File: config.mk
export PLATFORM = sky130hd
export DESIGN_NAME = emic_ctrl
export DESIGN_NICKNAME = d
export VERILOG_FILES = /design/src/design/emic_pkg.sv /design/src/design/emic_ctrl.sv
export SDC_FILE = /design/constraint.sdc
export NUM_CORES = 1
export LEC_CHECK = 0
export BUFFER_PORTS_ARGS = -buffer_cell sky130_fd_sc_hd__buf_2
export CAP_MARGIN = 20
export CORE_ASPECT_RATIO = 0.6
export CORE_MARGIN = 2
export CORE_UTILIZATION = 49
export CTS_CLUSTER_DIAMETER = 60
export DETAILED_ROUTE_END_ITERATION = 7
export PLACE_DENSITY = 0.72
export SYNTH_ARGS = -nofsm -noshare
export SYNTH_HDL_FRONTEND = slang
export SYNTH_SLANG_ARGS = --single-unit
File: constraint.sdc
create_clock -name i_clk_sys -period 2.4 [get_ports i_clk_sys]
set_input_delay 0.36 -clock i_clk_sys [delete_from_list [all_inputs] [get_ports i_clk_sys]]
set_output_delay 0.36 -clock i_clk_sys [all_outputs]
set_load 0.1 [all_outputs]
File: src/design/emic_pkg.sv
// package: register map, field layout and timing for the external memory port controller
package emic_pkg;
    // register offsets (byte addresses of the cpu register space)
    localparam logic [15:0] PAGE1_MAP_ADDR      = 16'hC018;
    localparam logic [15:0] PAGE2_MAP_ADDR      = 16'hC01A;
    localparam logic [15:0] UPPER_ADDR_EN_ADDR  = 16'hC038;
    localparam logic [15:0] BUS_TIMING_ADDR     = 16'hC03A;
    // reset values
    localparam logic [15:0] PAGE_MAP_RESET      = 16'h0000;
    localparam logic [15:0] BUS_TIMING_RESET    = 16'h0000;
    // upper address enable field
    localparam int          UPPER_EN_BIT        = 3;
    // bus timing control fields
    localparam int          RAM_MERGE_BIT       = 13;
    localparam int          ROM_MERGE_BIT       = 12;
    localparam int          XMEM_WIDTH_BIT      = 11;
    localparam int          XMEM_WAIT_LSB       = 8;
    localparam int          ROM_WIDTH_BIT       = 7;
    localparam int          ROM_WAIT_LSB        = 4;
    localparam int          RAM_WIDTH_BIT       = 3;
    localparam int          RAM_WAIT_LSB        = 0;
    localparam int          WAIT_W              = 3;
    localparam logic [15:0] BUS_TIMING_MASK     = 16'h3FFF;
    localparam logic [15:0] UPPER_EN_MASK       = 16'h0008;
    // page windows seen by the cpu
    localparam logic [2:0]  PAGE1_WIN_TOP       = 3'h4;   // 0x8000-0x9FFF
    localparam logic [2:0]  PAGE2_WIN_TOP       = 3'h5;   // 0xA000-0xBFFF
    localparam int          PAGE_LSB            = 13;
    localparam int          PAGE_PINS_FULL      = 9;      // pins [8:0] carry page [21:13]
    localparam int          PAGE_PINS_SRAM      = 5;      // pins [4:0] carry page [17:13]
    localparam int          PAGE_EXT_BIT        = 8;      // page address bit 21
    // upper address lines
    localparam logic [3:0]  UPPER_IDLE          = 4'hF;
    // wait states count in processor clock cycles
    localparam int          CPU_CLK_HZ          = 48_000_000;
    localparam int          SYS_CLK_HZ          = 50_000_000;
    // one processor cycle in system cycles, rounded up, never below one
    localparam int          WAIT_UNIT_CYC       = (SYS_CLK_HZ + CPU_CLK_HZ - 1) / CPU_CLK_HZ;
    // address spaces
    typedef enum logic [1:0] {
        SPACE_XMEM,
        SPACE_RAM,
        SPACE_ROM
    } emic_space_t;
endpackage

File: src/design/emic_ctrl.sv
// external memory port controller: page maps, upper address enable, widths, waits, selects
// Overview of operation
// - page map register contents are appended as high address bits in its window
// - cpu window 0x8000-0x9FFF drives pins [8:0] from page bits [21:13]
// - in sram mode only pins [4:0] carry page bits [17:13]
// - extended-memory select goes low for page-mapped external accesses
// - upper enable bit 3 drives A[18:15] low instead of high; resets disabled
// - from power up A[18:15] are driven high
// - wait states are counted in 48 MHz processor cycles
// - ram merge bit 13 asserts ram select with extended select
// - rom merge bit 12 asserts rom select with extended select
// - bit 11 picks extended space width, 1 is 8-bit
// - bits [10:8] give extended space wait states 0 to 7
// - bit 7 picks rom width, 1 is 8-bit
// - bits [6:4] give rom wait states 0 to 7
// - bit 3 picks ram width, 1 is 8-bit
// - bits [2:0] give ram wait states 0 to 7
//
// The implementer's own choice: the plain strobed port.
`timescale 1ns/100ps
`default_nettype none
module emic_ctrl #(
    parameter int ADDR_W = 19                          // external address pins
) (
    input  wire logic              i_clk_sys,          // system clock
    input  wire logic              i_rst_n,            // async reset, active low
    input  wire logic              i_sram_mode,        // page uses sram pin subset
    // register port
    input  wire logic [15:0]       i_reg_addr,         // register byte address
    input  wire logic [15:0]       i_reg_wdata,        // register write data
    input  wire logic              i_reg_wr,           // register write strobe
    input  wire logic              i_reg_rd,           // register read strobe
    output logic      [15:0]       o_reg_rdata,        // read data, cycle after strobe
    // cpu memory request
    input  wire logic              i_cpu_req,          // access request pulse
    input  wire logic              i_cpu_we,           // 1 write, 0 read
    input  wire logic [1:0]        i_cpu_space,        // emic_space_t of target
    input  wire logic [15:0]       i_cpu_addr,         // cpu byte address
    input  wire logic [15:0]       i_cpu_wdata,        // cpu write data
    output logic                   o_cpu_stall,        // cpu must wait
    output logic                   o_cpu_done,         // access finished pulse
    output logic      [15:0]       o_cpu_rdata,        // captured read data
    // external memory pins
    output logic      [ADDR_W-1:0] o_ext_addr,         // external address
    output logic      [15:0]       o_ext_dout,         // data out
    output logic                   o_ext_doe,          // data out enable
    input  wire logic [15:0]       i_ext_din,          // data in
    output logic                   o_ext_we_n,         // write strobe
    output logic                   o_ext_oe_n,         // output enable
    output logic                   o_extended_space_select_n, // extended select
    output logic                   o_external_ram_select_n,   // ram select
    output logic                   o_external_rom_select_n    // rom select
);

    typedef enum logic [1:0] {
        ST_IDLE,
        ST_WAIT,
        ST_DONE
    } emic_state_t;

    // registers
    logic [15:0] page1_high_address_map, next_page1;
    logic [15:0] page2_high_address_map, next_page2;
    logic        upper_address_lines_enable, next_upper;
    logic [15:0] external_bus_timing_control, next_timing;
    logic [15:0] next_reg_rdata;

    // access engine
    emic_state_t state, next_state;
    logic [2:0]  wait_left, next_wait_left;
    logic [7:0]  unit_cnt, next_unit_cnt;
    logic        second_byte, next_second_byte;
    logic        is_write, next_is_write;
    logic [1:0]  space, next_space;
    logic [15:0] addr, next_addr;
    logic [15:0] wdata, next_wdata;
    logic [15:0] rdata, next_rdata;
    logic        done, next_done;
    logic        stall, next_stall;
    logic [ADDR_W-1:0] ext_addr, next_ext_addr;
    logic        xsel_n, rsel_n, osel_n, next_xsel_n, next_rsel_n, next_osel_n;
    logic        we_n, oe_n, doe, next_we_n, next_oe_n, next_doe;
    logic [15:0] dout, next_dout;

    // field decode per space
    function automatic logic [2:0] wait_of(input logic [15:0] t, input logic [1:0] s);
        if (s == emic_pkg::SPACE_XMEM)
            wait_of = t[emic_pkg::XMEM_WAIT_LSB +: emic_pkg::WAIT_W];
        else if (s == emic_pkg::SPACE_ROM)
            wait_of = t[emic_pkg::ROM_WAIT_LSB +: emic_pkg::WAIT_W];
        else
            wait_of = t[emic_pkg::RAM_WAIT_LSB +: emic_pkg::WAIT_W];
    endfunction

    function automatic logic narrow_of(input logic [15:0] t, input logic [1:0] s);
        if (s == emic_pkg::SPACE_XMEM)
            narrow_of = t[emic_pkg::XMEM_WIDTH_BIT];
        else if (s == emic_pkg::SPACE_ROM)
            narrow_of = t[emic_pkg::ROM_WIDTH_BIT];
        else
            narrow_of = t[emic_pkg::RAM_WIDTH_BIT];
    endfunction

    // external address for one phase
    function automatic logic [ADDR_W-1:0] ext_addr_of(
        input logic [15:0] a, input logic [1:0] s, input logic hi_byte, input logic narrow,
        input logic [15:0] p1, input logic [15:0] p2, input logic up_en, input logic sram);
        logic [15:0]       pg;
        logic [ADDR_W-1:0] r;
        pg = (a[15:13] == emic_pkg::PAGE1_WIN_TOP) ? p1 : p2;
        r  = '0;
        // word addressed for 16-bit, byte addressed for 8-bit
        r[14:0] = narrow ? {a[14:1], hi_byte} : a[15:1];
        if (s == emic_pkg::SPACE_XMEM) begin
            if (sram)
                r[emic_pkg::PAGE_PINS_SRAM-1:0] =
                    pg[emic_pkg::PAGE_PINS_SRAM-1:0];
            else
                r[emic_pkg::PAGE_PINS_FULL-1:0] =
                    pg[emic_pkg::PAGE_PINS_FULL-1:0];
        end
        // upper lines driven high until software enables them
        if (up_en)
            r[ADDR_W-1:15] = '0;
        else
            r[ADDR_W-1:15] = emic_pkg::UPPER_IDLE;
        ext_addr_of = r;
    endfunction

    // register write and read decode
    always_comb begin
        next_page1     = page1_high_address_map;
        next_page2     = page2_high_address_map;
        next_upper     = upper_address_lines_enable;
        next_timing    = external_bus_timing_control;
        next_reg_rdata = 16'h0000;
        if (i_reg_wr) begin
            if (i_reg_addr == emic_pkg::PAGE1_MAP_ADDR) begin
                next_page1 = i_reg_wdata;
            end else if (i_reg_addr == emic_pkg::PAGE2_MAP_ADDR) begin
                next_page2 = i_reg_wdata;
            end else if (i_reg_addr == emic_pkg::UPPER_ADDR_EN_ADDR) begin
                next_upper = i_reg_wdata[emic_pkg::UPPER_EN_BIT];
            end else if (i_reg_addr == emic_pkg::BUS_TIMING_ADDR) begin
                next_timing = i_reg_wdata & emic_pkg::BUS_TIMING_MASK;
            end
        end
        if (i_reg_rd) begin
            if (i_reg_addr == emic_pkg::PAGE1_MAP_ADDR) begin
                next_reg_rdata = page1_high_address_map;
            end else if (i_reg_addr == emic_pkg::PAGE2_MAP_ADDR) begin
                next_reg_rdata = page2_high_address_map;
            end else if (i_reg_addr == emic_pkg::UPPER_ADDR_EN_ADDR) begin
                next_reg_rdata = upper_address_lines_enable ? emic_pkg::UPPER_EN_MASK
                                                            : 16'h0000;
            end else if (i_reg_addr == emic_pkg::BUS_TIMING_ADDR) begin
                next_reg_rdata = external_bus_timing_control;
            end
        end
    end

    // register storage
    always_ff @(posedge i_clk_sys or negedge i_rst_n) begin
        if (!i_rst_n) begin
            page1_high_address_map      <= emic_pkg::PAGE_MAP_RESET;
            page2_high_address_map      <= emic_pkg::PAGE_MAP_RESET;
            upper_address_lines_enable  <= 1'b0;
            external_bus_timing_control <= emic_pkg::BUS_TIMING_RESET;
            o_reg_rdata                 <= 16'h0000;
        end else begin
            page1_high_address_map      <= next_page1;
            page2_high_address_map      <= next_page2;
            upper_address_lines_enable  <= next_upper;
            external_bus_timing_control <= next_timing;
            o_reg_rdata                 <= next_reg_rdata;
        end
    end

    // access sequencer with wait states and byte split
    always_comb begin
        logic narrow;
        logic xsel;
        narrow           = narrow_of(external_bus_timing_control, space);
        xsel             = 1'b0;
        next_state       = state;
        next_wait_left   = wait_left;
        next_unit_cnt    = unit_cnt;
        next_second_byte = second_byte;
        next_is_write    = is_write;
        next_space       = space;
        next_addr        = addr;
        next_wdata       = wdata;
        next_rdata       = rdata;
        next_done        = 1'b0;
        next_ext_addr    = ext_addr_of(addr, space, second_byte, narrow,
                                       page1_high_address_map, page2_high_address_map,
                                       upper_address_lines_enable, i_sram_mode);
        next_xsel_n      = 1'b1;
        next_rsel_n      = 1'b1;
        next_osel_n      = 1'b1;
        next_we_n        = 1'b1;
        next_oe_n        = 1'b1;
        next_doe         = 1'b0;
        next_dout        = dout;
        case (state)
            ST_IDLE: begin
                if (i_cpu_req) begin
                    next_state       = ST_WAIT;
                    next_is_write    = i_cpu_we;
                    next_space       = i_cpu_space;
                    next_addr        = i_cpu_addr;
                    next_wdata       = i_cpu_wdata;
                    next_second_byte = 1'b0;
                    next_wait_left   = wait_of(external_bus_timing_control, i_cpu_space);
                    next_unit_cnt    = 8'(emic_pkg::WAIT_UNIT_CYC - 1);
                    next_ext_addr    = ext_addr_of(i_cpu_addr, i_cpu_space, 1'b0,
                                           narrow_of(external_bus_timing_control, i_cpu_space),
                                           page1_high_address_map, page2_high_address_map,
                                           upper_address_lines_enable, i_sram_mode);
                    next_doe         = i_cpu_we;
                    next_dout        = i_cpu_wdata;
                end
            end
            ST_WAIT: begin
                next_doe  = is_write;
                next_dout = (narrow && second_byte) ? {8'h00, wdata[15:8]} : wdata;
                // count one processor cycle per wait state
                if (unit_cnt != 8'h00) begin
                    next_unit_cnt = unit_cnt - 8'h01;
                end else if (wait_left != 3'h0) begin
                    next_wait_left = wait_left - 3'h1;
                    next_unit_cnt  = 8'(emic_pkg::WAIT_UNIT_CYC - 1);
                end else begin
                    // capture the data, then split or finish
                    if (!is_write) begin
                        if (narrow && second_byte)
                            next_rdata = {i_ext_din[7:0], rdata[7:0]};
                        else if (narrow)
                            next_rdata = {8'h00, i_ext_din[7:0]};
                        else
                            next_rdata = i_ext_din;
                    end
                    if (narrow && !second_byte) begin
                        next_second_byte = 1'b1;
                        next_wait_left   = wait_of(external_bus_timing_control, space);
                        next_unit_cnt    = 8'(emic_pkg::WAIT_UNIT_CYC - 1);
                    end else begin
                        next_state = ST_DONE;
                        next_doe   = 1'b0;
                    end
                end
                if (next_state == ST_WAIT) begin
                    xsel        = (space == emic_pkg::SPACE_XMEM);
                    next_xsel_n = !xsel;
                    next_rsel_n = !((space == emic_pkg::SPACE_RAM) ||
                        (xsel && external_bus_timing_control[emic_pkg::RAM_MERGE_BIT]));
                    next_osel_n = !((space == emic_pkg::SPACE_ROM) ||
                        (xsel && external_bus_timing_control[emic_pkg::ROM_MERGE_BIT]));
                    next_we_n   = !is_write;
                    next_oe_n   = is_write;
                end
            end
            ST_DONE: begin
                next_done  = 1'b1;
                next_state = ST_IDLE;
            end
            default: begin
                next_state = ST_IDLE;
            end
        endcase
        // stall registered so the cpu sees a clean flop output
        next_stall = (next_state != ST_IDLE);
    end

    // sequencer and pin registers; upper lines high from reset
    always_ff @(posedge i_clk_sys or negedge i_rst_n) begin
        if (!i_rst_n) begin
            state       <= ST_IDLE;
            wait_left   <= 3'h0;
            unit_cnt    <= 8'h00;
            second_byte <= 1'b0;
            is_write    <= 1'b0;
            space       <= 2'h0;
            addr        <= 16'h0000;
            wdata       <= 16'h0000;
            rdata       <= 16'h0000;
            done        <= 1'b0;
            stall       <= 1'b0;
            ext_addr    <= {emic_pkg::UPPER_IDLE, {(ADDR_W-4){1'b0}}};
            xsel_n      <= 1'b1;
            rsel_n      <= 1'b1;
            osel_n      <= 1'b1;
            we_n        <= 1'b1;
            oe_n        <= 1'b1;
            doe         <= 1'b0;
            dout        <= 16'h0000;
        end else begin
            state       <= next_state;
            wait_left   <= next_wait_left;
            unit_cnt    <= next_unit_cnt;
            second_byte <= next_second_byte;
            is_write    <= next_is_write;
            space       <= next_space;
            addr        <= next_addr;
            wdata       <= next_wdata;
            rdata       <= next_rdata;
            done        <= next_done;
            stall       <= next_stall;
            ext_addr    <= next_ext_addr;
            xsel_n      <= next_xsel_n;
            rsel_n      <= next_rsel_n;
            osel_n      <= next_osel_n;
            we_n        <= next_we_n;
            oe_n        <= next_oe_n;
            doe         <= next_doe;
            dout        <= next_dout;
        end
    end

    // outputs straight from flip-flops
    assign o_cpu_stall               = stall;
    assign o_cpu_done                = done;
    assign o_cpu_rdata               = rdata;
    assign o_ext_addr                = ext_addr;
    assign o_ext_dout                = dout;
    assign o_ext_doe                 = doe;
    assign o_ext_we_n                = we_n;
    assign o_ext_oe_n                = oe_n;
    assign o_extended_space_select_n = xsel_n;
    assign o_external_ram_select_n   = rsel_n;
    assign o_external_rom_select_n   = osel_n;

endmodule // emic_ctrl
`default_nettype wire

**Yosys cells after proc, flatten, opt, wreduce, memory -nomap -nowiden**

Index checks and enable logic that the tools add are counted.

- Register bits after elaboration: 171
- Output and inout port bits: 75
- Word-level logic and storage cells: 150
- Bits of input ports: 89

- Muxes and demuxes: 69
- Reduce and logical (&&, ||, !) cells: 29
- Equal/unequal tests: 18
- $add $sub $neg: 2
- Bitwise gates (word level): 7

Operator list:

| kind | number |
|---|---|
| two-way mux 16 bit | 7 |
| equality test 16 bit (second input constant) | 4 |
| two-way mux 15 bit | 4 |
| two-way mux 9 bit | 4 |
| two-way mux 8 bit | 4 |
| case mux 16 bit (2 select lines) | 1 |
| two-way mux 14 bit | 2 |
| two-way mux 1 bit | 25 |
| two-way mux 3 bit | 8 |
| two-way mux 4 bit | 4 |
| case mux 8 bit (2 select lines) | 1 |
| AND reduction 5 bit | 3 |
| AND reduction 4 bit | 3 |
| two-way mux 2 bit | 5 |
| inequality test 2 bit (second input constant) | 4 |
| nonzero test 8 bit | 1 |
| subtractor 8 x 1 -> 8 bit (second input constant) | 1 |
| NOT 1 bit | 7 |
| equality test 2 x 1 -> 1 bit (second input constant) | 3 |
| equality test 2 bit (second input constant) | 3 |
| equality test 3 bit (second input constant) | 2 |
| logical NOT 2 bit | 3 |
| case mux 3 bit (2 select lines) | 1 |
| AND reduction 2 bit | 3 |
| other kinds (11) | 22 |

**Logic depth before layout (Yosys ltp)**

- Depth after elaboration: 11
- Gate-level depth with buffers: 7

**Least setup slack after synthesis**

OpenSTA, ideal clock, no wires.

- Path type: register to register
- From: register unit_cnt[0]
- To: register wait_left[0]
- Library setup time: 125 ps
- Cell stages (with the launch flop): 7
- Path slack: 306 ps
- Path buffers: 0
- Clock period less this slack: 2,094 ps
- Data arrival time: 1,970 ps
- Required time: 2,275 ps
- Cells stage by stage: dfrtp_1 -> inv_1 -> ha_1 -> or3b_2 -> o31ai_1 -> and2_1 -> mux2_2

- Word-level cells in the longest chain between the ends: 3

RTL lines:

| item | line | text |
|---|---|---|
| start, declared | emic_ctrl.sv:71 | `logic [7:0] unit_cnt, next_unit_cnt;` |
| start signal, assigned | emic_ctrl.sv:300 | `unit_cnt <= next_unit_cnt;` |
| nonzero test 8 bit | emic_ctrl.sv:228 | `if (unit_cnt != 8'h00) begin` |
| inequality test 2 bit (no line) | -- |  |
| AND reduction 4 bit (no line) | -- |  |
| end signal, assigned | emic_ctrl.sv:299 | `wait_left <= next_wait_left;` |
| end, declared | emic_ctrl.sv:70 | `logic [2:0] wait_left, next_wait_left;` |

Every way passes these cells.
A chain may end at the register's enable or synchronous reset.

**Final worst setup path**

- From: register space[0]
- To: register dout[13], in the netlist o_ext_dout[13]

- Word-level cells in the longest chain between the ends: 6

RTL lines:

| item | line | text |
|---|---|---|
| start, declared | emic_ctrl.sv:74 | `logic [1:0] space, next_space;` |
| start signal, assigned | emic_ctrl.sv:303 | `space <= next_space;` |
| equality test 2 bit | emic_ctrl.sv:98 | `else if (s == emic_pkg::SPACE_ROM)` |
| two-way mux 1 bit | emic_ctrl.sv:98 |  |
| two-way mux 1 bit * | emic_ctrl.sv:96 | `if (s == emic_pkg::SPACE_XMEM)` |
| logical AND 1 bit * | emic_ctrl.sv:226 | `next_dout = (narrow && second_byte) ? {8'h00, wdata[15:8]} : wdata;` |
| two-way mux 16 bit * | emic_ctrl.sv:226 |  |
| case mux 16 bit (2 select lines) * | emic_ctrl.sv:205 | `case (state)` |
| end signal, assigned | emic_ctrl.sv:316 | `dout <= next_dout;` |
| end, declared | emic_ctrl.sv:83 | `logic [15:0] dout, next_dout;` |

Mark *: on every way between the ends. The rest lies on a longest branch, timed or not.

==> results.cfg <==
[power]
p_per_area_nw_per_um2 = 1310
leakagePower_nw = 4.851
pwr-share-clk = 0.208
ir_worst_vdd_uv = 937.4
switching_share = 0.4989
p_comb_frac = 0.472
pwr-share-seq = 0.320
switchingPower_mw = 6.491
p_int_mw = 6.521

[critical_path]
endpoint_kind = flop
worst_setup_path_start_kind = flop
cp_max_fo = 12
required_ns = 2.76
arrival_ns = 2.55
path_class = flop to flop

[timing]
worstMarginPinSlew_ns = 0.7678
period_minus_slack_ns = 2.182
max_freq_mhz = 458.2
relSlewSlack = 0.4862
report.final.slew_viol_count = 0
rsz0062_at_grt = false
hold_viol_final = 0
fin_ws_ns = 0.2177
fin_tns_setup_ns = 0
setup_violations = 0
fin_crit_sh = 0.9093
skew_ns = 0.01013

[hold_path]
min_path_type = input port to flop

[cts]
clk_latency_ns = 0.42
clk_pin_slew_ns = 0.07
cts_tree = done
cts-root-buf = clkbuf_16
cts_buffers = 17
clkSinkCount = 167
htreeDepth = 4
cts.path.max_buffers = 2

[yosys]
synth_warnings = 0
yosysUniqueCellTypes = 66
synthFlopType = dfrtp_1
ys_seq_area_frac = 0.5105
synth_async_sr_flop_share = 1.000
netlist.area_leader.share = 0.4912
syn_inst = 747
synth_edf_count = 0
avgSynthCellArea_um2 = 10.98
ys_seq_elements = 167
synth.largest_area_cell = dfrtp_1
synthesis.area_um2 = 8202
synth.area.top_cells = dfrtp_1 (49%), mux2_2 (9.3%), mux2i_1 (5.9%)
syn_nets = 840

[cells_and_area]
area_growth_pct = 21.11
antenna_cells = 0
nets = 1001
drive_gt1_frac = 0.3474
final_util = 0.6092
fin_cells = 1149

[place]
numPortBuffers = 162
globalplace.congestion = 0.8303
hpwlAfterDp_um = 14940
place_inst = 1116
pre_cts_slack_ns = 0.1046

[route]
drtIter0Drc = 419
drtAntennaViolNets = 0
dr.pass1.iters = 5
drc_errors = 0
drt-vias-per-instance = 5.718
vias = 6570
detail_route.wirelength_um = 20990
wl_per_cell_um = 18.27

[global_routing]
grt_max_degree = 57
grt_pass1_wl_um = 33570
grt_use_total = 0.2420
antenna_found_initial = 0
grt_pass1_vias = 6304
globalRoute.totalOverflow = 0

[die]
row_count = 36
die_x_um = 171.0
die_h_um = 104.2
die_area_um2 = 17820
initial_core_util = 0.5030
pin_count = 164
coreArea_um2 = 16310

[outcome]
status = complete, no violations

[flow_run]
drv_cap = 0
## synthesized netlist by cell type, types with 8 or more instances
library cell,instances
a21o_1,8
a21oi_1,36
a221o_1,8
a22oi_1,19
and2_1,13
and3_1,13
clkbuf_1,34
dfrtp_1,161
inv_1,17
mux2_2,68
mux2i_1,48
nand2_1,87
nand3_1,34
nor2_1,14
nor2b_1,10
o211ai_1,19
o21a_1,16
o21ai_0,27
## critical path, stage by stage, from the launching register on
cell,delay (ns)
dfrtp_1,0.56
nor2b_1,0.58
a211oi_2,0.11
nor2_1,0.62
a221o_1,0.26
## area by class of cell
class,instances,area (um2)
clock inverter,15,155.1
tap,228,285.3
clock buffer,17,425.4
inverter,17,63.81
sequential,167,4187
fill,1394,6372
multi-input combinational,512,3727
timing repair buffer,193,1090
## cells by family after synthesis
family          Yosys count  share of synthesized area
simple gates            213                     0.1414
compound gates          175                     0.1480
flops                   167                     0.5104
mux                     120                     0.1577
buf+inv                  68                    0.03631
fa+ha+maj                 4                   0.006102
## worst paths after layout
| path | startpoint | end | slack [ns] | depth (start not counted) |
|---|---|---|---|---|
| setup / recovery | space[0]$_DFFE_PN0P_ | o_ext_dout[13]$_DFFE_PN0P_ | 0.22 | 4 |
| max in group asynchronous | i_rst_n | o_external_ram_select_n$_DFF_PN1_ | 1.21 | 3 |
| min in group asynchronous | i_rst_n | o_cpu_rdata[0]$_DFFE_PN0P_ | 0.46 | 2 |
| hold / removal | i_cpu_wdata[1] | wdata[1]$_DFFE_PN0P_ | 0.15 | 3 |
| hold reg to reg | upper_address_lines_enable$_DFFE_PN0P_ | o_ext_addr[17]$_DFF_PN1_ | 0.43 | 1 |
| setup reg to reg | space[0]$_DFFE_PN0P_ | o_ext_dout[13]$_DFFE_PN0P_ | 0.22 | 4 |
## cells in the final DEF, fill, tap and decap left out, types with 8 or more instances in the layout
cell type / Yosys / final
a22oi_1: 19 / 19
o211ai_1: 19 / 19
buf_2: 7 / 161
nand3_1: 34 / 34
inv_1: 17 / 17
a21o_1: 8 / 8
o21a_1: 16 / 16
nand2_1: 87 / 87
and2_1: 13 / 13
a21oi_1: 36 / 36
clkbuf_16: 0 / 17
mux2_2: 68 / 68
nor2_1: 14 / 14
o21ai_0: 27 / 27
a221o_1: 8 / 8
dfrtp_1: 161 / 161
and3_1: 13 / 13
mux2i_1: 48 / 48
nor2b_1: 10 / 10
buf_4: 3 / 27
## through the flow
stage | instance area (um2) | power (mW) | hold slack [ns]
after global placement | 9343 | 10.24 | 0.3572
after floorplan | 8202 | 9.026 | 0.06441
final | 9933 | 13.01 | 0.1465
after detailed placement | 9343 | 10.32 | 0.3598
after global routing | 9933 | 13.62 | 0.1564
after CTS | 9933 | 13.06 | 0.1353
## sequential cells by signal, summed over array words and instances (netlist names), 2 cells and up
signal / cells
o_cpu_rdata: 16
o_ext_addr: 16
o_ext_dout: 16
o_reg_rdata: 16
page1_high_address_map: 16
page2_high_address_map: 16
wdata: 16
addr: 15
external_bus_timing_control: 14
unit_cnt: 8
wait_left: 3
space: 2
state: 2
## timing repair
action	4_1_cts	5_1_grt
hold buffers	1	0
endpoints found under the hold margin	53	0
setup buffers	0	0
gates resized for setup	0	0
## layer usage
metal / GRT usage / wire length (um) / vias up
met5: 0 / 0 / -
met4: 0.06719 / 225 / 0
met3: 0.04262 / 1237 / 16
met2: 0.3335 / 8954 / 212
met1: 0.3865 / 10570 / 3291
li1: - / - / 3051
## power by group through the flow
stage                     registers (mW)  clock network (mW)  logic, mW
after global placement              4.19                   0       6.05
after detailed placement            4.19                   0       6.13
after global routing                4.26                2.88       6.48
final                               4.16                2.71       6.14
after floorplan                     7.20                   0       1.83
after CTS                           4.16                2.76       6.14
(Power assumes the default switching activity.)
